[config.mk]
export PLATFORM = sky130hd
export DESIGN_NAME = drive_control_status_words
export DESIGN_NICKNAME = d
export VERILOG_FILES = /design/src/design/drive_cw_pkg.sv /design/src/design/drive_control_status_words.sv
export VERILOG_INCLUDE_DIRS = /design/src /design/src/design
export SDC_FILE = /design/constraint.sdc
export NUM_CORES = 1
export LEC_CHECK = 0
export BUFFER_PORTS_ARGS = -buffer_cell sky130_fd_sc_hd__buf_2
export CORE_MARGIN = 2
export CORE_UTILIZATION = 45
export CTS_CLUSTER_SIZE = 24
export DETAILED_ROUTE_END_ITERATION = 6
export PLACE_DENSITY_LB_ADDON = 0.25
export SYNTH_ARGS = -nofsm -noshare
export SYNTH_HDL_FRONTEND = slang
export SYNTH_SLANG_ARGS = --single-unit
[constraint.sdc]
create_clock -name clk_sys_i -period 1.7 [get_ports clk_sys_i]
set_input_delay 0.51 -clock clk_sys_i [delete_from_list [all_inputs] [get_ports clk_sys_i]]
set_output_delay 0.51 -clock clk_sys_i [all_outputs]
set_load 0.05 [all_outputs]
[src/design/drive_cw_regs.svh]
// register offsets, field positions and reset values of the command interpreter
`ifndef DRIVE_CW_REGS_SVH
`define DRIVE_CW_REGS_SVH

// ====================================================================
// register offsets (4-bit address)
`define ADDR_CMD_WORD       4'h0
`define ADDR_STATE_WORD     4'h1
`define ADDR_SPEED_SET      4'h2
`define ADDR_ACT_FREQ       4'h3
`define ADDR_CONFIG         4'h4
`define ADDR_DECODED        4'h5

// ====================================================================
// command word fields
`define CW_REF_LSB          0
`define CW_REF_MSB          1
`define CW_RAMP_NOT_DC      2
`define CW_NO_COAST         3
`define CW_NO_QSTOP         4
`define CW_USE_RAMP         5
`define CW_START            6
`define CW_RESET            7
`define CW_JOG              8
`define CW_RAMP2            9
`define CW_DATA_VALID       10
`define CW_RELAY1           11
`define CW_RELAY2           12
`define CW_SETUP            13
`define CW_REVERSE          15

// ====================================================================
// config register fields
`define CFG_RELAY1_SEL      0
`define CFG_RELAY2_SEL      1
`define CFG_MULTI_SETUP     2
`define CFG_REV_SRC_LSB     3

// ====================================================================
// reset values
`define RST_CMD_WORD        16'h0000
`define RST_SPEED_SET       16'h0000
`define RST_CONFIG          16'h0000
`define SCALE_100_PCT       16'h4000

`endif

[src/design/drive_cw_pkg.sv]
// types shared by the command interpreter
package drive_cw_pkg;

  // reversing source selection
  typedef enum logic [1:0] {
    REV_DIGITAL = 2'h0,
    REV_SERIAL  = 2'h1,
    REV_OR      = 2'h2,
    REV_AND     = 2'h3
  } rev_src_t;

  // decoded drive commands
  typedef struct packed {
    logic [1:0] preset_sel;
    logic       dc_brake;
    logic       coast;
    logic       quick_stop;
    logic       freeze;
    logic       ramp_stop;
    logic       trip_reset;
    logic       jog;
    logic       ramp2_sel;
    logic       relay1;
    logic       relay2;
    logic       setup2_sel;
    logic       reverse;
  } drive_cmd_t;

  // drive conditions that build the state word
  typedef struct packed {
    logic ctrl_ready;
    logic drive_ready;
    logic start_enable;
    logic tripped;
    logic error_no_trip;
    logic trip_locked;
    logic warning;
    logic speed_at_ref;
    logic bus_ctrl_ok;
    logic freq_in_limits;
    logic running;
    logic overtemp_stop;
    logic dc_volt_bad;
    logic curr_limit;
    logic thermal_over;
  } drive_cond_t;

endpackage : drive_cw_pkg

[src/design/drive_control_status_words.sv]
// fieldbus command word decoder and drive state word builder
`timescale 1ns/1ps
`default_nettype none
`include "drive_cw_regs.svh"

module drive_control_status_words (
  input  wire logic                      clk_sys_i,
  input  wire logic                      resetn_i,
  input  wire logic [3:0]                reg_addr_i,
  input  wire logic [15:0]               reg_wdata_i,
  input  wire logic                      reg_wr_i,
  input  wire logic                      reg_rd_i,
  output var  logic [15:0]               reg_rdata_o,
  input  wire drive_cw_pkg::drive_cond_t cond_i,
  input  wire logic                      rev_din_i,
  input  wire logic [15:0]               out_freq_pct_i,
  output var  drive_cw_pkg::drive_cmd_t  cmd_o,
  output var  logic                      relay1_drive_o,
  output var  logic                      relay2_drive_o,
  output var  logic                      relay1_ctrl_o,
  output var  logic                      relay2_ctrl_o,
  output var  logic [15:0]               speed_setpoint_o
);

  // ==================================================================
  // input synchronisers (conditions come from drive logic off-domain)
  drive_cw_pkg::drive_cond_t cond_s1_r;
  drive_cw_pkg::drive_cond_t cond_s2_r;
  logic                      rev_s1_r;
  logic                      rev_s2_r;
  logic [15:0]               freq_s1_r;
  logic [15:0]               freq_s2_r;
  logic [15:0]               freq_hold_r;

  always_ff @(posedge clk_sys_i) begin
    if (!resetn_i) begin
      cond_s1_r <= '0;
      cond_s2_r <= '0;
      rev_s1_r  <= 1'b0;
      rev_s2_r  <= 1'b0;
      freq_s1_r <= 16'h0000;
      freq_s2_r <= 16'h0000;
    end else begin
      cond_s1_r <= cond_i;
      cond_s2_r <= cond_s1_r;
      rev_s1_r  <= rev_din_i;
      rev_s2_r  <= rev_s1_r;
      freq_s1_r <= out_freq_pct_i;
      freq_s2_r <= freq_s1_r;
    end
  end

  // multi-bit word may tear while it moves; only a word seen twice is kept
  always_ff @(posedge clk_sys_i) begin
    if (!resetn_i) begin
      freq_hold_r <= 16'h0000;
    end else if (freq_s1_r == freq_s2_r) begin
      freq_hold_r <= freq_s2_r;
    end
  end

  // ==================================================================
  // register file
  logic [15:0] cmd_word_r;
  logic [15:0] speed_set_r;
  logic [15:0] config_r;
  logic        reset_prev_r;

  logic wr_cmd;
  logic cmd_valid;
  assign wr_cmd    = reg_wr_i && (reg_addr_i == `ADDR_CMD_WORD);
  assign cmd_valid = reg_wdata_i[`CW_DATA_VALID];

  // invalid words are dropped whole, previous command stays in force
  always_ff @(posedge clk_sys_i) begin
    if (!resetn_i) begin
      cmd_word_r <= `RST_CMD_WORD;
    end else if (wr_cmd && cmd_valid) begin
      cmd_word_r <= reg_wdata_i;
    end
  end

  // setpoint is not gated by the valid bit; it is a separate word
  always_ff @(posedge clk_sys_i) begin
    if (!resetn_i) begin
      speed_set_r <= `RST_SPEED_SET;
    end else if (reg_wr_i && (reg_addr_i == `ADDR_SPEED_SET)) begin
      speed_set_r <= reg_wdata_i;
    end
  end

  always_ff @(posedge clk_sys_i) begin
    if (!resetn_i) begin
      config_r <= `RST_CONFIG;
    end else if (reg_wr_i && (reg_addr_i == `ADDR_CONFIG)) begin
      config_r <= reg_wdata_i;
    end
  end

  // ==================================================================
  // command decode
  drive_cw_pkg::rev_src_t rev_src;
  logic                   rev_cmd;
  logic                   reset_rise;
  assign rev_src = drive_cw_pkg::rev_src_t'(config_r[`CFG_REV_SRC_LSB +: 2]);

  always_comb begin
    unique case (rev_src)
      drive_cw_pkg::REV_DIGITAL: rev_cmd = rev_s2_r;
      drive_cw_pkg::REV_SERIAL:  rev_cmd = cmd_word_r[`CW_REVERSE];
      drive_cw_pkg::REV_OR:      rev_cmd = cmd_word_r[`CW_REVERSE] | rev_s2_r;
      drive_cw_pkg::REV_AND:     rev_cmd = cmd_word_r[`CW_REVERSE] & rev_s2_r;
    endcase
  end

  // edge is taken between accepted words, so a held one resets once
  always_ff @(posedge clk_sys_i) begin
    if (!resetn_i) begin
      reset_prev_r <= 1'b0;
    end else begin
      reset_prev_r <= cmd_word_r[`CW_RESET];
    end
  end
  assign reset_rise = cmd_word_r[`CW_RESET] & ~reset_prev_r;

  always_ff @(posedge clk_sys_i) begin
    if (!resetn_i) begin
      cmd_o <= '0;
    end else begin
      cmd_o.preset_sel <= cmd_word_r[`CW_REF_MSB:`CW_REF_LSB];
      cmd_o.dc_brake   <= ~cmd_word_r[`CW_RAMP_NOT_DC];
      cmd_o.coast      <= ~cmd_word_r[`CW_NO_COAST];
      cmd_o.quick_stop <= ~cmd_word_r[`CW_NO_QSTOP];
      cmd_o.freeze     <= ~cmd_word_r[`CW_USE_RAMP];
      // frozen output ignores ramp stop; only coast, quick stop or brake stop it
      cmd_o.ramp_stop  <= ~cmd_word_r[`CW_START] & cmd_word_r[`CW_USE_RAMP];
      cmd_o.trip_reset <= reset_rise;
      cmd_o.jog        <= cmd_word_r[`CW_JOG];
      cmd_o.ramp2_sel  <= cmd_word_r[`CW_RAMP2];
      cmd_o.relay1     <= cmd_word_r[`CW_RELAY1];
      cmd_o.relay2     <= cmd_word_r[`CW_RELAY2];
      cmd_o.setup2_sel <= config_r[`CFG_MULTI_SETUP] & cmd_word_r[`CW_SETUP];
      cmd_o.reverse    <= rev_cmd;
    end
  end

  // bit 14 never decoded
  always_ff @(posedge clk_sys_i) begin
    if (!resetn_i) begin
      relay1_drive_o <= 1'b0;
      relay2_drive_o <= 1'b0;
      relay1_ctrl_o  <= 1'b0;
      relay2_ctrl_o  <= 1'b0;
    end else begin
      relay1_ctrl_o  <= config_r[`CFG_RELAY1_SEL];
      relay2_ctrl_o  <= config_r[`CFG_RELAY2_SEL];
      relay1_drive_o <= config_r[`CFG_RELAY1_SEL] & cmd_word_r[`CW_RELAY1];
      relay2_drive_o <= config_r[`CFG_RELAY2_SEL] & cmd_word_r[`CW_RELAY2];
    end
  end

  always_ff @(posedge clk_sys_i) begin
    if (!resetn_i) begin
      speed_setpoint_o <= `RST_SPEED_SET;
    end else begin
      speed_setpoint_o <= speed_set_r;
    end
  end

  // ==================================================================
  // state word
  logic [15:0] state_word;
  always_comb begin
    state_word     = 16'h0000;
    state_word[0]  = cond_s2_r.ctrl_ready & ~cond_s2_r.tripped;
    state_word[1]  = cond_s2_r.drive_ready;
    state_word[2]  = cond_s2_r.start_enable;
    state_word[3]  = cond_s2_r.tripped;
    state_word[4]  = cond_s2_r.error_no_trip;
    state_word[5]  = 1'b0;
    state_word[6]  = cond_s2_r.trip_locked;
    state_word[7]  = cond_s2_r.warning;
    state_word[8]  = cond_s2_r.speed_at_ref;
    state_word[9]  = cond_s2_r.bus_ctrl_ok;
    state_word[10] = cond_s2_r.freq_in_limits;
    state_word[11] = cond_s2_r.running;
    state_word[12] = cond_s2_r.overtemp_stop;
    state_word[13] = cond_s2_r.dc_volt_bad;
    state_word[14] = cond_s2_r.curr_limit;
    state_word[15] = cond_s2_r.thermal_over;
  end

  logic [15:0] decoded_word;
  assign decoded_word = {14'h0000, relay2_drive_o, relay1_drive_o};

  // ==================================================================
  // read port, data one cycle after the strobe, zero otherwise
  always_ff @(posedge clk_sys_i) begin
    if (!resetn_i) begin
      reg_rdata_o <= 16'h0000;
    end else if (reg_rd_i) begin
      unique case (reg_addr_i)
        `ADDR_STATE_WORD: reg_rdata_o <= state_word;
        `ADDR_ACT_FREQ:   reg_rdata_o <= freq_hold_r;
        `ADDR_CONFIG:     reg_rdata_o <= config_r;
        `ADDR_DECODED:    reg_rdata_o <= decoded_word;
        default:          reg_rdata_o <= 16'h0000;
      endcase
    end else begin
      reg_rdata_o <= 16'h0000;
    end
  end

endmodule : drive_control_status_words
`default_nettype wire

Word-level counts from Yosys, hierarchy flattened
Cells that the tools add are included.
- flip-flop bits (word level): 179
- latch bits: 0
- memory bits (writable): 0
- ROM bits: 0
- input bits: 56
- output and inout port bits: 50
- logic and storage cells: 91
- memories kept: 0
- $add $sub $neg: 0
- $mul: 0
- divide/modulo/power cells: 0
- $lt $le $gt $ge: 0
- equality and inequality tests: 9
- shifts and indexed selects: 0
- multiplexer cells: 2
- bitwise gates (word level): 15
- reduce and logical (&&, ||, !) cells: 7
- operators by type and width (kind ; number):
    16-bit case mux with 4 select lines ; 1
    16-bit == test ; 1
    4-bit by 2-bit == test with 1-bit output (second input constant) ; 2
    4-bit by 3-bit == test with 1-bit output (second input constant) ; 2
    1-bit bitwise AND ; 7
    1-bit inverter ; 7
    2-bit == test (second input constant) ; 2
    4-bit by 1-bit == test with 1-bit output (second input constant) ; 1
    1-bit logical AND ; 4
    4-bit logical NOT ; 1
    1-bit case mux with 4 select lines ; 1
    2-bit by 1-bit == test with 1-bit output (second input constant) ; 1
    2-bit logical NOT ; 1
    2-bit AND reduction ; 1
    1-bit bitwise OR ; 1

Logic depth before layout (Yosys ltp)
- word-level depth: 3
- mapped depth: 6
- gate-level depth less buffers: 4

Worst setup path before layout
OpenSTA, ideal clock, no wires.
- kind: in2reg
- start: in reg_addr_i[2]
- end: reg reg_rdata_o[10]
- library setup time: 0.070 ns
- data arrival time: 1.546 ns
- data required time: 1.630 ns
- slack: 0.084 ns
- stages: 5
- path buffers: 2
- cell sequence: buf_2 -> nor4b_2 -> clkbuf_1 -> a22oi_1 -> a21oi_1
- longest elaborated chain between the ends: 2
- elaborated cells between the ends (all ways): 5
- classes of those cells: eq/ne: 4; mux: 1
- RTL lines (item ; RTL line ; source):
    from (decl) ; drive_control_status_words.sv:9 ; input wire logic [3:0] reg_addr_i,
    4-bit by 3-bit == test with 1-bit output, or another cell as far along ; drive_control_status_words.sv:202 ; unique case (reg_addr_i)
    16-bit case mux with 4 select lines (*) ; drive_control_status_words.sv:202 ;
    to (signal assigned) ; drive_control_status_words.sv:203 ; `ADDR_STATE_WORD: reg_rdata_o <= state_word;
    to (signal assigned) ; drive_control_status_words.sv:204 ; `ADDR_ACT_FREQ: reg_rdata_o <= freq_hold_r;
    to (signal assigned) ; drive_control_status_words.sv:205 ; `ADDR_CONFIG: reg_rdata_o <= config_r;
    to (decl) ; drive_control_status_words.sv:13 ; output var logic [15:0] reg_rdata_o,
Mark *: on every way between the ends. The rest lies on a longest branch, timed or not.
A chain may end at the register's enable or synchronous reset.

Worst setup path in the final report
- start: reg relay1_drive_o
- end: out relay1_drive_o
- RTL lines (item ; RTL line ; source):
    from (decl) ; drive_control_status_words.sv:18 ; output var logic relay1_drive_o,
    from (signal assigned) ; drive_control_status_words.sv:157 ; relay1_drive_o <= config_r[`CFG_RELAY1_SEL] & cmd_word_r[`CW_RELAY1];
No word-level cell between the ends.

==> impl_metrics.toml <==
[outcome]
status = "finished, final reports clean"

[timing]
rsz0062_at_grt = "no"
maxSlewHeadroom_pct = 80.6
fin_crit_sh_pct = 92.5
setup-violations-final = 0
drv_slew = 0
clock.fmax_mhz = 636
finalClockSkew_ns = 0.00707
hold_viol_final = 0
tns_ns = 0
whs_ns = 0.292
fin_crit_ns = 1.57
worstMarginPinSlew_ns = 0.291

[detailed_routing]
drt_pass1_iterations = 4
wl_per_cell_um = 13.8
antenna_left = 0
route.detailed.drc = 0
drt-total-wl_mm = 12.0
vias = 3989
via_per_inst = 4.60
drtIter0Drc = 225

[yosys]
syn_avg_cell_area_sq_um = 10.3
netlist_area_sq_um = 5880
synthCells = 571
syn-num-nets = 627
synth-seq-area-share_pct = 60.2
synth-seq-cells = 177
synth_warnings = 0
yosysUniqueCellTypes = 24

[cells_and_area]
syn_to_final_growth_pct = 24.3
antennaDiodeCount = 0
final_common_cell = "dfxtp_1"
layout_common_cells = "dfxtp_1 (177), nand2_1 (111), buf_2 (104), and2_1 (90), a21boi_1 (32)"
layout-drive-gt1-share_pct = 22.7
final_nets = 739

[setup_path]
cp_cell_sequence = "buf_2"
critPathSlowestCell = "dfxtp_1"
reg2reg_slack_ns = 0.14
rr_worst_depth = 5
reg2reg_to = "freq_hold_r[11]"
reg2reg_from = "freq_s2_r[10]"
cp-end-kind = "output port"
cp_top_family = "flip-flops"
cp_max_fo = 2
crit_type = "register to output port"
crit_arrival_ns = 1.06
required_ns = 1.19
cp_slowest_stage_delay_ns = 0.36
cp-start-kind = "register"
path_buf_inv = 1

[floorplanning]
die_area_sq_um = 14000
die_w_um = 118
start_util_pct = 46.4
std_cell_rows = 41
die_y_um = 118
core-area_sq_um = 12700
io_pins = 106

[global_routing]
track_usage_pct = 18.5
grt_pass1_vias = 4074
grt_pass1_wl_mm = 20.3
grt-ovfl-total = 0
antenna_found_initial = 0
grt_max_degree = 29

[clock_tree]
cts-root-buf = "clkbuf_16"
post_cts_buffers = 0
numCtsBuffers = 17
cts_tree = "yes"
holdBufCountCts = 0
cts_resized = 0
htree_levels = 4
clkSlewWorstSetupHoldPaths_ns = 0.06
clock-sinks = 177
clockBufferDepth = 2
insertion_delay_ns = 0.42

[place]
hpwl_mm = 8.70
place.gp.congestion = 0.825
port_buffers = 105

[min_path]
hold_end = "cond_s1_r[7]"
hold_depth = 2
hp-start = "cond_i[7]"
holdCritPathClass = "input pin to register"

[job]
drv_cap = 0

[pwr]
vdd_ir_drop_max_mv = 0.663
power_density_nw_per_um2 = 1150
p_leak_nw = 3.05
==> how the worst max path moves through the flow <==
stage	startpoint	cells past startpoint	to
after global placement	reg_addr_i[0]	6	cmd_word_r[13]
after floorplan	reg_addr_i[2]	5	reg_rdata_o[10]
after detailed placement	reg_addr_i[0]	6	cmd_word_r[13]
final	relay1_drive_o	1	relay1_drive_o
after global routing	freq_s2_r[10]	5	freq_hold_r[6]
after CTS	relay1_drive_o	1	relay1_drive_o
==> metrics by stage <==
stage	utilization (%)	instance area, sq um	cells	setup WS, ns	power, mW
floorplan	-	5880	571	0.0840	4.60
global placement	53.2	6740	836	0.118	4.77
detailed placement	53.2	6740	836	0.0480	4.78
CTS	57.7	7310	868	0.0999	8.51
global route	57.7	7310	868	0.00299	8.73
finish	57.7	7310	868	0.127	8.44
==> cell families after synthesis <==
logic type	count (synthesis)	synth area share [%]
buf+inv	34	2.40
flops	177	60.2
simple gates	245	21.8
mux	31	5.30
xor+xnor	16	2.38
compound gates	68	7.93
==> worst reg2reg max path, cell delays in order, from the launching register on <==
cell and delay [ns]:
dfxtp_1 0.33, xnor2_1 0.18, nand4_1 0.20, nor4_4 0.32, buf_4 0.24, mux2i_1 0.21
==> where the power goes <==
part           switching, mW  leakage (nW)  internal [mW]  total (mW)
sequential            0.0426          1.44           4.24        4.28
clock                   1.51         0.277           2.24        3.75
combinational          0.212          1.33          0.188       0.400
total                   1.77          3.05           6.67        8.44
==> area by class of cell <==
type | instances | area, sq um
Clock buffer | 23 | 468
Tap cell | 172 | 215
Clock inverter | 9 | 108
Fill cell | 1095 | 5360
Multi-Input combinational cell | 360 | 2200
Sequential cell | 177 | 3540
Timing Repair Buffer | 127 | 781
==> metal layers <==
layer  part of all wire (%)  up-vias  track usage [%]
li1                       -     2079                -
met4                    2.8        0             9.11
met1                     45     1779             23.3
met3                    5.3       23             4.58
met5                      0        -                0
met2                     47      108             29.7
==> sequential cells by signal (all words and copies together), names as in the netlist <==
name / cells
cmd_o: 14
cmd_word_r: 14
cond_s1_r: 15
cond_s2_r: 15
config_r: 16
freq_hold_r: 16
freq_s1_r: 16
freq_s2_r: 16
reg_rdata_o: 16
relay1_ctrl_o: 1
relay1_drive_o: 1
relay2_ctrl_o: 1
relay2_drive_o: 1
reset_prev_r: 1
rev_s1_r: 1
rev_s2_r: 1
speed_set_r: 16
speed_setpoint_o: 16
==> Yosys cell counts (all sizes together) <==
library cell | n | share of area, %
nor2b | 21 | 2.2
clkbuf | 28 | 1.8
mux2 | 1 | 0.19
dfxtp | 177 | 60
nand4b | 2 | 0.30
nand2 | 111 | 7.1
mux2i | 30 | 5.1
xnor2 | 16 | 2.4
a21oi | 17 | 1.4
a22oi | 14 | 1.8
nor4b | 2 | 0.51
a21boi | 32 | 4.1
a22o | 1 | 0.15
and3 | 6 | 0.64
nand4 | 4 | 0.43
a32oi | 2 | 0.30
and2 | 90 | 9.6
o21ai | 2 | 0.17
nor4 | 1 | 0.36
nor2 | 5 | 0.32
nand3 | 2 | 0.17
buf | 6 | 0.62
and3b | 1 | 0.15
Note: power is estimated with default switching activity, not from simulation.
